`config.mk`:
```
export PLATFORM = sky130hd
export DESIGN_NAME = sec_ctrl
export DESIGN_NICKNAME = d
export VERILOG_FILES = /design/src/rtl/sec_pkg.sv /design/src/rtl/sec_ep_one.sv /design/src/rtl/sec_irq_flags.sv /design/src/rtl/sec_ctrl.sv
export SDC_FILE = /design/constraint.sdc
export NUM_CORES = 1
export LEC_CHECK = 0
export ABC_AREA = 0
export BUFFER_PORTS_ARGS = -buffer_cell sky130_fd_sc_hd__buf_2
export CAP_MARGIN = 15
export CELL_PAD_IN_SITES_DETAIL_PLACEMENT = 1
export CELL_PAD_IN_SITES_GLOBAL_PLACEMENT = 2
export CORE_MARGIN = 3
export CORE_UTILIZATION = 30
export DETAILED_ROUTE_END_ITERATION = 6
export GPL_ROUTABILITY_DRIVEN = 1
export PLACE_DENSITY_LB_ADDON = 0.08
export SETUP_SLACK_MARGIN = 0.2
export SYNTH_ARGS = -nofsm -noshare
export SYNTH_HDL_FRONTEND = slang
export SYNTH_HIERARCHICAL = 1
export SYNTH_SLANG_ARGS = --single-unit
```
`constraint.sdc`:
```
create_clock -name clk -period 2.4 [get_ports clk]
set_input_delay 0.24 -clock clk [delete_from_list [all_inputs] [get_ports clk]]
set_output_delay 0.24 -clock clk [all_outputs]
set_load 0.03 [all_outputs]
```
`src/rtl/sec_pkg.sv`:
```
// shared constants and types for the small endpoint control block
`default_nettype none
package sec_pkg;
   // register addresses, external memory space
   localparam logic [15:0] ADDR_IRQ_ENABLE = 16'hE65C;
   localparam logic [15:0] ADDR_IRQ_REQUEST = 16'hE65D;
   localparam logic [15:0] ADDR_BC_HIGH = 16'hE68A;
   localparam logic [15:0] ADDR_BC_LOW = 16'hE68B;
   localparam logic [15:0] ADDR_EP1_OUT_COUNT = 16'hE68D;
   localparam logic [15:0] ADDR_EP1_IN_COUNT = 16'hE68F;
   localparam logic [15:0] ADDR_EP0_CTRL = 16'hE6A0;
   localparam logic [15:0] ADDR_EP1_OUT_CTRL = 16'hE6A1;
   localparam logic [15:0] ADDR_EP1_IN_CTRL = 16'hE6A2;
   // special-function space
   localparam logic [15:0] SFR_BUSY_MIRROR = 16'h00BA;

   // control register fields
   localparam int CS_HOLD_BIT = 7;
   localparam int CS_BUSY_BIT = 1;
   localparam int CS_STALL_BIT = 0;
   // interrupt enable / request fields
   localparam int IRQ_SETUP_DATA_BIT = 0;
   localparam int IRQ_SETUP_TOKEN_BIT = 1;
   localparam int IRQ_HS_DONE_BIT = 2;
   localparam int IRQ_COUNT = 3;
   // busy mirror fields
   localparam int MIR_EP0_BIT = 0;
   localparam int MIR_EP1_OUT_BIT = 1;
   localparam int MIR_EP1_IN_BIT = 2;

   // packet size and reset values
   localparam logic [6:0] MAX_PACKET = 7'h40;
   localparam logic [7:0] RST_BYTE = 8'h00;
   localparam logic [6:0] RST_COUNT = 7'h00;

   // answer given to a token
   typedef enum logic [1:0] {SEC_HS_NAK, SEC_HS_ACK, SEC_HS_STALL} sec_hs_t;

   // endpoint zero data stage states
   typedef enum logic [1:0] {SEC_EP0_IDLE, SEC_EP0_ARMED, SEC_EP0_SENDING} sec_ep0_state_t;

   // firmware register access, one byte per cycle
   typedef struct packed {
      logic sfr;
      logic wr;
      logic rd;
      logic [15:0] addr;
      logic [7:0] wdata;
   } sec_cpu_req_t;

   // events from the serial interface engine
   typedef struct packed {
      logic setup_token;
      logic setup_stored;
      logic status_done;
      logic ep0_in_ack;
      logic ep0_out_ack;
      logic ep1_in_ack;
      logic ep1_out_ack;
      logic [6:0] rx_count;
   } sec_sie_evt_t;

   // answers towards the serial interface engine
   typedef struct packed {
      sec_hs_t ep0_in;
      sec_hs_t ep0_out;
      sec_hs_t ep0_status;
      sec_hs_t ep1_in;
      sec_hs_t ep1_out;
   } sec_sie_resp_t;

   // endpoint one state
   typedef struct packed {
      logic busy;
      logic stall;
      logic [6:0] count;
      logic fell;
   } sec_ep_one_st_t;

   // control interrupt state
   typedef struct packed {
      logic [IRQ_COUNT-1:0] req;
      logic [IRQ_COUNT-1:0] en;
      logic irq;
   } sec_irq_st_t;

   // main block state
   typedef struct packed {
      sec_ep0_state_t ep0_state;
      logic hold;
      logic ep0_stall;
      logic general;
      logic [7:0] bch;
      logic [7:0] bcl;
      logic [15:0] rem;
      logic [6:0] in_len;
      logic [7:0] rdata;
      logic ep0_in_done;
      logic ep0_out_done;
   } sec_main_st_t;
endpackage
`default_nettype wire

```
`src/rtl/sec_ep_one.sv`:
```
// single-buffered endpoint one: busy, stall and byte count
`default_nettype none
module sec_ep_one #(
   parameter bit LOAD_ON_ARM = 1'b1,
   parameter bit LOAD_ON_DONE = 1'b0
) (
   // clock and reset
   input wire logic clk,
   input wire logic reset,
   input wire logic ce,
   // firmware side
   input wire logic arm,
   input wire logic [6:0] arm_count,
   input wire logic stall_wr,
   input wire logic stall_val,
   // engine side
   input wire logic done,
   input wire logic [6:0] done_count,
   // status
   output logic busy,
   output logic stall,
   output logic [6:0] count,
   output logic busy_fell,
   output sec_pkg::sec_hs_t hs
);
   sec_pkg::sec_ep_one_st_t q;
   sec_pkg::sec_ep_one_st_t n;

   // next state; arming in the same cycle as completion re-arms
   always_comb begin
      n = q;
      n.fell = 1'b0;
      if (done && q.busy) begin
         n.busy = 1'b0;
         n.fell = 1'b1;
         if (LOAD_ON_DONE) begin
            n.count = done_count;
         end
      end
      if (arm) begin
         n.busy = 1'b1;
         if (LOAD_ON_ARM) begin
            n.count = arm_count;
         end
      end
      if (stall_wr) begin
         n.stall = stall_val;
      end
   end

   // reset leaves the endpoint idle so tokens get NAK
   always_ff @(posedge clk) begin
      if (reset) begin
         q <= '{busy: 1'b0, stall: 1'b0, count: sec_pkg::RST_COUNT, fell: 1'b0};
      end else if (ce) begin
         q <= n;
      end
   end

   assign busy = q.busy;
   assign stall = q.stall;
   assign count = q.count;
   assign busy_fell = q.fell;
   // stall overrides everything, else ack while armed
   assign hs = q.stall ? sec_pkg::SEC_HS_STALL :
      (q.busy ? sec_pkg::SEC_HS_ACK : sec_pkg::SEC_HS_NAK);
endmodule
`default_nettype wire

```
`src/rtl/sec_irq_flags.sv`:
```
// control-transfer interrupt enables and sticky requests
`default_nettype none
module sec_irq_flags (
   // clock and reset
   input wire logic clk,
   input wire logic reset,
   input wire logic ce,
   // events
   input wire logic [sec_pkg::IRQ_COUNT-1:0] set,
   // firmware writes
   input wire logic en_wr,
   input wire logic req_wr,
   input wire logic [sec_pkg::IRQ_COUNT-1:0] wdata,
   // state
   output logic [sec_pkg::IRQ_COUNT-1:0] req,
   output logic [sec_pkg::IRQ_COUNT-1:0] en,
   output logic irq
);
   sec_pkg::sec_irq_st_t q;
   sec_pkg::sec_irq_st_t n;

   // write one clears; a new event in the same cycle survives
   always_comb begin
      n = q;
      if (req_wr) begin
         n.req = q.req & ~wdata;
      end
      n.req = n.req | set;
      if (en_wr) begin
         n.en = wdata;
      end
      n.irq = |(n.req & n.en);
   end

   always_ff @(posedge clk) begin
      if (reset) begin
         q <= '0;
      end else if (ce) begin
         q <= n;
      end
   end

   assign req = q.req;
   assign en = q.en;
   assign irq = q.irq;
endmodule
`default_nettype wire

```
`src/rtl/sec_ctrl.sv`:
```
// small endpoint control: endpoint zero and endpoint one in/out
// Overview of operation
// setup sets hold flag; status NAKed until cleared
// control busy read-only, cleared by setup
// IN0 NAKed until count written; write sets busy
// IN0 acked clears busy, raises IN0 request
// OUT0 NAKed until low count written
// OUT0 acked clears busy, raises OUT0 request
// control stall answers STALL; setup clears it
// firmware sets stall before releasing hold
// 16-bit count; general mode splits into packets
// low count write arms; high byte kept
// OUT0 count reports received bytes, high zero
// firmware initialises high count after reset
// setup token, setup data, handshake interrupts
// enables and requests in separate registers
// mirror register shows three busy flags
// OUT1 busy clears after ack, raises request
// any OUT1 count write arms, sets busy
// OUT1 busy zero after reset
// IN1 busy zero after reset
// endpoint one stall answers STALL
// OUT1 count is 7-bit received bytes
// IN1 count write arms; ack clears, requests
`default_nettype none
module sec_ctrl (
   // clock, enable and reset
   input wire logic clk,
   input wire logic ce,
   input wire logic reset,
   // firmware register port
   input wire sec_pkg::sec_cpu_req_t cpu,
   output logic [7:0] cpu_rdata,
   // setup block pointer in general mode
   input wire logic setup_block_ptr_general,
   // serial interface engine
   input wire sec_pkg::sec_sie_evt_t sie,
   output sec_pkg::sec_sie_resp_t resp,
   output logic [6:0] ep0_in_len,
   // interrupt requests
   output logic ctrl_irq,
   output logic ep0_in_irq,
   output logic ep0_out_irq,
   output logic ep1_in_irq,
   output logic ep1_out_irq
);
   sec_pkg::sec_main_st_t q;
   sec_pkg::sec_main_st_t n;

   // decoded strobes
   logic wr_ctrl;
   logic wr_bch;
   logic wr_bcl;
   logic wr_ie;
   logic wr_irq;
   logic wr_o1_cnt;
   logic wr_i1_cnt;
   logic wr_o1_cs;
   logic wr_i1_cs;

   // endpoint one status
   logic o1_busy;
   logic o1_stall;
   logic [6:0] o1_count;
   logic i1_busy;
   logic i1_stall;
   logic [6:0] i1_count;

   // interrupt block
   logic [sec_pkg::IRQ_COUNT-1:0] irq_set;
   logic [sec_pkg::IRQ_COUNT-1:0] irq_req;
   logic [sec_pkg::IRQ_COUNT-1:0] irq_en;

   logic ep0_busy;

   // endpoint one answers, merged into the engine response below
   sec_pkg::sec_hs_t o1_hs;
   sec_pkg::sec_hs_t i1_hs;

   // register images for the read path; busy bits are views only
   logic [7:0] mirror_img;
   logic [7:0] ep0_cs_img;
   logic [7:0] o1_cs_img;
   logic [7:0] i1_cs_img;

   // address match in either space
   function automatic logic hit(input sec_pkg::sec_cpu_req_t r, input logic sfr, input logic [15:0] a);
      hit = (r.sfr == sfr) && (r.addr == a);
   endfunction

   // control byte of an endpoint, each flag in its own field
   function automatic logic [7:0] cs_img(input logic hold, input logic busy, input logic stall);
      cs_img = 8'h00;
      cs_img[sec_pkg::CS_HOLD_BIT] = hold;
      cs_img[sec_pkg::CS_BUSY_BIT] = busy;
      cs_img[sec_pkg::CS_STALL_BIT] = stall;
   endfunction

   // write strobes
   always_comb begin
      wr_ctrl = cpu.wr && hit(cpu, 1'b0, sec_pkg::ADDR_EP0_CTRL);
      wr_bch = cpu.wr && hit(cpu, 1'b0, sec_pkg::ADDR_BC_HIGH);
      wr_bcl = cpu.wr && hit(cpu, 1'b0, sec_pkg::ADDR_BC_LOW);
      wr_ie = cpu.wr && hit(cpu, 1'b0, sec_pkg::ADDR_IRQ_ENABLE);
      wr_irq = cpu.wr && hit(cpu, 1'b0, sec_pkg::ADDR_IRQ_REQUEST);
      wr_o1_cnt = cpu.wr && hit(cpu, 1'b0, sec_pkg::ADDR_EP1_OUT_COUNT);
      wr_i1_cnt = cpu.wr && hit(cpu, 1'b0, sec_pkg::ADDR_EP1_IN_COUNT);
      wr_o1_cs = cpu.wr && hit(cpu, 1'b0, sec_pkg::ADDR_EP1_OUT_CTRL);
      wr_i1_cs = cpu.wr && hit(cpu, 1'b0, sec_pkg::ADDR_EP1_IN_CTRL);
   end

   // busy covers the armed and the multi-packet sending phase
   assign ep0_busy = (q.ep0_state != sec_pkg::SEC_EP0_IDLE);

   // status images; the mirror lets firmware poll all three busy flags at once
   always_comb begin
      mirror_img = 8'h00;
      mirror_img[sec_pkg::MIR_EP0_BIT] = ep0_busy;
      mirror_img[sec_pkg::MIR_EP1_OUT_BIT] = o1_busy;
      mirror_img[sec_pkg::MIR_EP1_IN_BIT] = i1_busy;
      ep0_cs_img = cs_img(q.hold, ep0_busy, q.ep0_stall);
      o1_cs_img = cs_img(1'b0, o1_busy, o1_stall);
      i1_cs_img = cs_img(1'b0, i1_busy, i1_stall);
   end

   // the three control-transfer interrupt sources
   always_comb begin
      irq_set = '0;
      irq_set[sec_pkg::IRQ_SETUP_TOKEN_BIT] = sie.setup_token;
      irq_set[sec_pkg::IRQ_SETUP_DATA_BIT] = sie.setup_stored;
      irq_set[sec_pkg::IRQ_HS_DONE_BIT] = sie.status_done;
   end

   sec_irq_flags u_irq (
      .clk(clk),
      .reset(reset),
      .ce(ce),
      .set(irq_set),
      .en_wr(wr_ie),
      .req_wr(wr_irq),
      .wdata(cpu.wdata[sec_pkg::IRQ_COUNT-1:0]),
      .req(irq_req),
      .en(irq_en),
      .irq(ctrl_irq)
   );

   // out endpoint: count comes from the engine, any write arms
   sec_ep_one #(
      .LOAD_ON_ARM(1'b0),
      .LOAD_ON_DONE(1'b1)
   ) u_ep1_out (
      .clk(clk),
      .reset(reset),
      .ce(ce),
      .arm(wr_o1_cnt),
      .arm_count(cpu.wdata[6:0]),
      .stall_wr(wr_o1_cs),
      .stall_val(cpu.wdata[sec_pkg::CS_STALL_BIT]),
      .done(sie.ep1_out_ack),
      .done_count(sie.rx_count),
      .busy(o1_busy),
      .stall(o1_stall),
      .count(o1_count),
      .busy_fell(ep1_out_irq),
      .hs(o1_hs)
   );

   // in endpoint: count comes from the firmware write
   sec_ep_one #(
      .LOAD_ON_ARM(1'b1),
      .LOAD_ON_DONE(1'b0)
   ) u_ep1_in (
      .clk(clk),
      .reset(reset),
      .ce(ce),
      .arm(wr_i1_cnt),
      .arm_count(cpu.wdata[6:0]),
      .stall_wr(wr_i1_cs),
      .stall_val(cpu.wdata[sec_pkg::CS_STALL_BIT]),
      .done(sie.ep1_in_ack),
      .done_count(sie.rx_count),
      .busy(i1_busy),
      .stall(i1_stall),
      .count(i1_count),
      .busy_fell(ep1_in_irq),
      .hs(i1_hs)
   );

   // endpoint zero state and register read path
   always_comb begin
      n = q;
      n.ep0_in_done = 1'b0;
      n.ep0_out_done = 1'b0;

      // in data acked; general mode keeps sending until the block is gone
      if (sie.ep0_in_ack && ep0_busy) begin
         if (!q.general || q.rem <= {9'h000, sec_pkg::MAX_PACKET}) begin
            n.ep0_state = sec_pkg::SEC_EP0_IDLE;
            n.ep0_in_done = 1'b1;
            n.rem = 16'h0000;
         end else begin
            n.ep0_state = sec_pkg::SEC_EP0_SENDING;
            n.rem = q.rem - {9'h000, sec_pkg::MAX_PACKET};
         end
      end

      // out data acked only while plainly armed, not mid-block
      if (sie.ep0_out_ack && q.ep0_state == sec_pkg::SEC_EP0_ARMED) begin
         n.ep0_state = sec_pkg::SEC_EP0_IDLE;
         n.ep0_out_done = 1'b1;
         n.bch = sec_pkg::RST_BYTE;
         n.bcl = {1'b0, sie.rx_count};
      end

      // control register: hold is write-one-to-clear, busy is read-only
      if (wr_ctrl) begin
         if (cpu.wdata[sec_pkg::CS_HOLD_BIT]) begin
            n.hold = 1'b0;
         end
         n.ep0_stall = cpu.wdata[sec_pkg::CS_STALL_BIT];
      end

      // high byte is just stored; it arms nothing
      if (wr_bch) begin
         n.bch = cpu.wdata;
      end

      // low byte arms both directions; the host picks which
      if (wr_bcl) begin
         n.bcl = cpu.wdata;
         n.rem = {q.bch, cpu.wdata};
         n.general = setup_block_ptr_general;
         n.ep0_state = sec_pkg::SEC_EP0_ARMED;
      end

      // a setup token overrides hold, stall, data stage state and general mode in its cycle
      if (sie.setup_token) begin
         n.hold = 1'b1;
         n.ep0_stall = 1'b0;
         n.ep0_state = sec_pkg::SEC_EP0_IDLE;
         n.general = 1'b0;
      end

      // length of the next in packet, capped at one max packet
      if (n.rem > {9'h000, sec_pkg::MAX_PACKET}) begin
         n.in_len = sec_pkg::MAX_PACKET;
      end else begin
         n.in_len = n.rem[6:0];
      end

      // read data is registered; unmapped addresses read zero
      if (cpu.rd) begin
         n.rdata = 8'h00;
         if (hit(cpu, 1'b1, sec_pkg::SFR_BUSY_MIRROR)) begin
            n.rdata = mirror_img;
         end
         if (hit(cpu, 1'b0, sec_pkg::ADDR_EP0_CTRL)) begin
            n.rdata = ep0_cs_img;
         end
         if (hit(cpu, 1'b0, sec_pkg::ADDR_BC_HIGH)) begin
            n.rdata = q.bch;
         end
         if (hit(cpu, 1'b0, sec_pkg::ADDR_BC_LOW)) begin
            n.rdata = q.bcl;
         end
         if (hit(cpu, 1'b0, sec_pkg::ADDR_IRQ_ENABLE)) begin
            n.rdata[sec_pkg::IRQ_COUNT-1:0] = irq_en;
         end
         if (hit(cpu, 1'b0, sec_pkg::ADDR_IRQ_REQUEST)) begin
            n.rdata[sec_pkg::IRQ_COUNT-1:0] = irq_req;
         end
         if (hit(cpu, 1'b0, sec_pkg::ADDR_EP1_OUT_CTRL)) begin
            n.rdata = o1_cs_img;
         end
         if (hit(cpu, 1'b0, sec_pkg::ADDR_EP1_IN_CTRL)) begin
            n.rdata = i1_cs_img;
         end
         if (hit(cpu, 1'b0, sec_pkg::ADDR_EP1_OUT_COUNT)) begin
            n.rdata = {1'b0, o1_count};
         end
         if (hit(cpu, 1'b0, sec_pkg::ADDR_EP1_IN_COUNT)) begin
            n.rdata = {1'b0, i1_count};
         end
      end
   end

   // high count byte is cleared here too, though firmware must not rely on it
   always_ff @(posedge clk) begin
      if (reset) begin
         q <= '{ep0_state: sec_pkg::SEC_EP0_IDLE, hold: 1'b0, ep0_stall: 1'b0, general: 1'b0,
                bch: sec_pkg::RST_BYTE, bcl: sec_pkg::RST_BYTE, rem: 16'h0000, in_len: sec_pkg::RST_COUNT,
                rdata: sec_pkg::RST_BYTE, ep0_in_done: 1'b0, ep0_out_done: 1'b0};
      end else if (ce) begin
         q <= n;
      end
   end

   // outputs
   assign cpu_rdata = q.rdata;
   assign ep0_in_len = q.in_len;
   assign ep0_in_irq = q.ep0_in_done;
   assign ep0_out_irq = q.ep0_out_done;

   // endpoint zero answers: stall first, then armed or held; one process drives the whole response
   always_comb begin
      resp.ep1_in = i1_hs;
      resp.ep1_out = o1_hs;
      if (q.ep0_stall) begin
         resp.ep0_in = sec_pkg::SEC_HS_STALL;
         resp.ep0_out = sec_pkg::SEC_HS_STALL;
         resp.ep0_status = sec_pkg::SEC_HS_STALL;
      end else begin
         resp.ep0_in = ep0_busy ? sec_pkg::SEC_HS_ACK : sec_pkg::SEC_HS_NAK;
         resp.ep0_out = (q.ep0_state == sec_pkg::SEC_EP0_ARMED) ? sec_pkg::SEC_HS_ACK : sec_pkg::SEC_HS_NAK;
         resp.ep0_status = q.hold ? sec_pkg::SEC_HS_NAK : sec_pkg::SEC_HS_ACK;
      end
   end
endmodule
`default_nettype wire

```
==> summary.md <==
| Metric | Value |
|---|---|
| Die Y | `130.0 um` |
| WS Path Type | `flop to flop` |
| Post-layout util | `38.31%` |
| Startpoint Class | `flop` |
| I/O pin count | `75` |
| Synth area leaders | `dfxtp_1 35%, nand2_1 6.4%, nand3_1 5.2%` |
| Vias/cell | `around 5.4` |
| Worst-margin pin slew | `0.5705 ns` |
| Prevailing post-synth register cell | `dfxtp_1` |
| Syn Area/Cell | `about 7.9 um^2` |
| Post-synthesis cell count | `583` |
| Placed insts | `slightly above 800` |
| Antenna diode count | `0` |
| Final nets | `704` |
| Slew HR | `between 60% and 70%` |
| Routed wire length per instance | `about 20 um` |
| Reg2Reg Setup Slack | `approximately 0.14 ns` |
| Post-synthesis compound-gate area fraction | `22.57%` |
| Status | `completed` |
| Main combinational cell family by area after synthesis | `simple AND/OR/NAND/NOR gates` |
| Multiplexer area fraction after synthesis | `around 4.7%` |
| Post-synthesis simple-gate area fraction | `approximately 28%` |
| Detailed Routing Iterations Pass 1 | `4` |
| Layout cells sized above 1 | `27.34%` |
| Final count of negative-setup-slack endpoints | `0` |
| Clock Sinks | `81` |
| Worst VDD drop | `between 300 and 400 uV` |
| Register area share after synthesis | `35.16%` |
| Minimum clock period | `2.264 ns` |
| CP startpoint | `q[31]$_SDFFE_PP0P_` |
| TritonCTS clock tree | `yes` |
| Core ar. | `~0.015 mm^2` |
| Final Hold Fails | `0` |
| Initial DRC Count | `around 200` |
| Crit-path max FO | `4` |
| Met1 WL | `7700 um` |
| Vias | `about 4600` |
| PwrDens | `540.8 mW/mm^2` |
| DR DRC count | `0` |
| YS warnings | `6` |
| Pins Over Slew Limit | `0` |
| Worst-Skew Late Latency | `roughly 0.35 ns` |
| Largest area contributor in the netlist | `dfxtp_1` |
| Antenna-violating nets left | `0` |
| Reg2reg end | `ep0_in_len[4]$_SDFFE_PP0P_` |
| Data arrival, critical path | `2.56 ns` |
| Met3 Wirelength | `between 500 and 600 um` |
| Remaining Overflow, GRT | `0` |
| Synthesis-stage register bit count | `81` |
| First-pass GRT wire length | `26220 um` |
| Post-route clock period utilization | `between 90% and 100%` |
| RSZ-0062 raised after global routing | `yes` |
| R2r worst-path depth | `7` |
| Clk pin slew, worst setup/hold paths | `0.07 ns` |
| Routed WL | `16770 um` |
| Reg-to-Reg Start | `q[31]$_SDFFE_PP0P_` |
| Register area | `between 0.0015 and 0.002 mm^2` |
| CTS root buf | `clkbuf_16` |
| Netlist Area Pre-Place | `roughly 0.0046 mm^2` |
| Area delta synth->final | `23.01%` |
| Achievable clock frequency | `441.8 MHz` |
| Gr usage total | `20.11%` |
| Fin cells | `~850` |
| Placer Congestion | `0.7938` |
| DIE WIDTH | `130.0 um` |
| Buffer depth of the longest clock path | `2` |
| Pleak | `between 2 and 2.5 nW` |
| Placed instance area | `0.005190 mm^2` |
| Die ar. | `0.01690 mm^2` |
| H-tree depth | `3` |
| IO buf count | `between 70 and 80` |
| Starting Density | `roughly 31%` |
| Synth unique cells | `70` |
| Largest net degree at the start of global routing | `between 60 and 70` |
| Row count | `44` |
| Hold buffers post-CTS | `0` |
| Fillers | `1803` |
| Net Count, Synth | `630` |
| XOR/XNOR Fraction of Synth Area | `0.7596%` |
| Total CTS buffers | `9` |
| EDFF count, synth | `0` |
| Top Metal Used | `met4` |
| Multi-input logic area | `0.002736 mm^2` |
| Final Power | `3.068 mW` |
| Worst hold slack | `0.1549 ns` |
| Setup crit end kind | `flop` |
| Max-cap violation count | `0` |
| Adder-Cell Fraction of Synth Area | `0.5426%` |
| Crit path capture | `ep0_in_len[4]$_SDFFE_PP0P_` |
| Worst Path Required | `2.69 ns` |
| Vias in the first global route | `4655` |
| Worst Skew | `0.009712 ns` |
| Initial antenna violation count | `0` |
| Async S/R FF share, synth | `0%` |
| Hold crit path type | `input pin to flop` |
| Design Area, Final | `0.005673 mm^2` |
| Share of the synthesized area in the top cell type | `35.16%` |
| Detail Placement HPWL | `approximately 12000 um` |
| Met2 WL | `8396 um` |
-- per-stage QoR --
| stage | TNS, ns | worst slack [ns] |
|---|---|---|
| 6_report | 0 | 0.1365 |
| 5_1_grt | 0 | 0.07376 |
| 4_1_cts | 0 | 0.1549 |
| 3_5_place_dp | -0.005808 | -0.005808 |
| 3_3_place_gp | 0 | 0.09842 |
| 2_1_floorplan | 0 | 0.2057 |
-- registers in the layout, summed over array words and instances, names as in the netlist --
name and flops:
cpu_rdata 8, ep0_cs_img 2, ep0_in_irq 1, ep0_in_len 7, ep0_out_irq 1, q 35, u_ep1_in/busy 1, u_ep1_in/busy_fell 1
u_ep1_in/count 7, u_ep1_in/stall 1, u_ep1_out/busy 1, u_ep1_out/busy_fell 1, u_ep1_out/count 7, u_ep1_out/stall 1, u_irq/en 3, u_irq/irq 1
u_irq/req 3
-- critical path, stage by stage, from the launching register on --
cell and delay [ns]:
dfxtp_2 0.32, or4_4 0.55, o31ai_4 0.22, a21bo_4 0.29, o21ai_4 0.19, a31oi_4 0.07
nor4_4 0.38, a22o_1 0.19
-- kinds of logic after synthesis --
kind of cell	Yosys count
mux	21
simple gates	260
buf+inv	66
flops	81
compound gates	149
fa+ha+maj	2
xor+xnor	4
-- cell usage in the layout (no fill, tap or decap), drive strengths merged, types with 6 or more instances in the layout --
| master | synthesis | routed |
|---|---|---|
| a311oi | 7 | 7 |
| mux2i | 15 | 15 |
| nand2b | 18 | 18 |
| clkbuf | 22 | 11 |
| a21oi | 48 | 48 |
| nor2 | 47 | 47 |
| nand2 | 79 | 79 |
| inv | 12 | 12 |
| mux2 | 6 | 6 |
| a21bo | 11 | 11 |
| nor4 | 9 | 9 |
| o211ai | 13 | 13 |
| nand3 | 48 | 48 |
| nor3 | 12 | 12 |
| o21ai | 25 | 25 |
| a22oi | 6 | 6 |
| dfxtp | 81 | 81 |
| nor2b | 9 | 9 |
| buf | 32 | 117 |
| and3 | 10 | 10 |
-- where the power goes --
group	total, mW	switching, mW	internal, mW	leakage (nW)
sequential	1.37	0.0126	1.35	0.656
combinational	0.261	0.167	0.0935	1.39
clock	1.44	0.598	0.842	0.150
-- per-layer routing --
| layer | vias to the layer above | track usage, % |
|---|---|---|
| met5 | - | 0 |
| met4 | 0 | 3.545 |
| met3 | 10 | 4.216 |
| met2 | 81 | 34.70 |
| met1 | 2254 | 26.28 |
| li1 | 2223 | - |
-- layout make-up --
type | count | area share [%]
clock buffer | 11 | 4.279
multi-input combinational | 436 | 48.24
tap | 184 | 4.058
sequential | 81 | 28.69
clock inverter | 5 | 1.147
timing repair buffer | 117 | 12.79
inverter | 12 | 0.7940
-- how the worst min path moves through the flow --
| stage | from | to | slack [ns] | cells past startpoint |
|---|---|---|---|---|
| 2_1_floorplan | reset | u_irq/en[0]$_SDFFE_PP0P_ | 0.31 | 1 |
| 3_3_place_gp | cpu_rdata[2]$_SDFFE_PP0P_ | cpu_rdata[2]$_SDFFE_PP0P_ | 0.44 | 2 |
| 3_5_place_dp | cpu_rdata[5]$_SDFFE_PP0P_ | cpu_rdata[5]$_SDFFE_PP0P_ | 0.45 | 2 |
| 4_1_cts | sie[6] | u_ep1_out/count[6]$_SDFFE_PP0P_ | 0.15 | 3 |
| 5_1_grt | sie[6] | u_ep1_out/count[6]$_SDFFE_PP0P_ | 0.14 | 3 |
| 6_report | sie[6] | u_ep1_out/count[6]$_SDFFE_PP0P_ | 0.15 | 3 |
-- cell usage after synthesis, drive strengths merged (4+ instances only) --
cell    number
a21oi       48
clkbuf      22
a22o         4
a311oi       7
nand2       79
o211ai      13
nor4         9
nor2b        9
o21ai       25
a211oi       4
o31ai        5
mux2         6
nand2b      18
and3        10
a21bo       11
nand3       48
nor2        47
mux2i       15
nor3        12
inv         12
or3          4
buf         32
dfxtp       81
a22oi        6
a31oi        4
-- timing repair --
action                     CTS  global route
pin swaps                   11             9
gates cloned                 0             0
setup endpoints to repair   15            16
resized for setup           13            12
setup buffers                8             1
No activity file was read; power rests on OpenSTA's default activity.
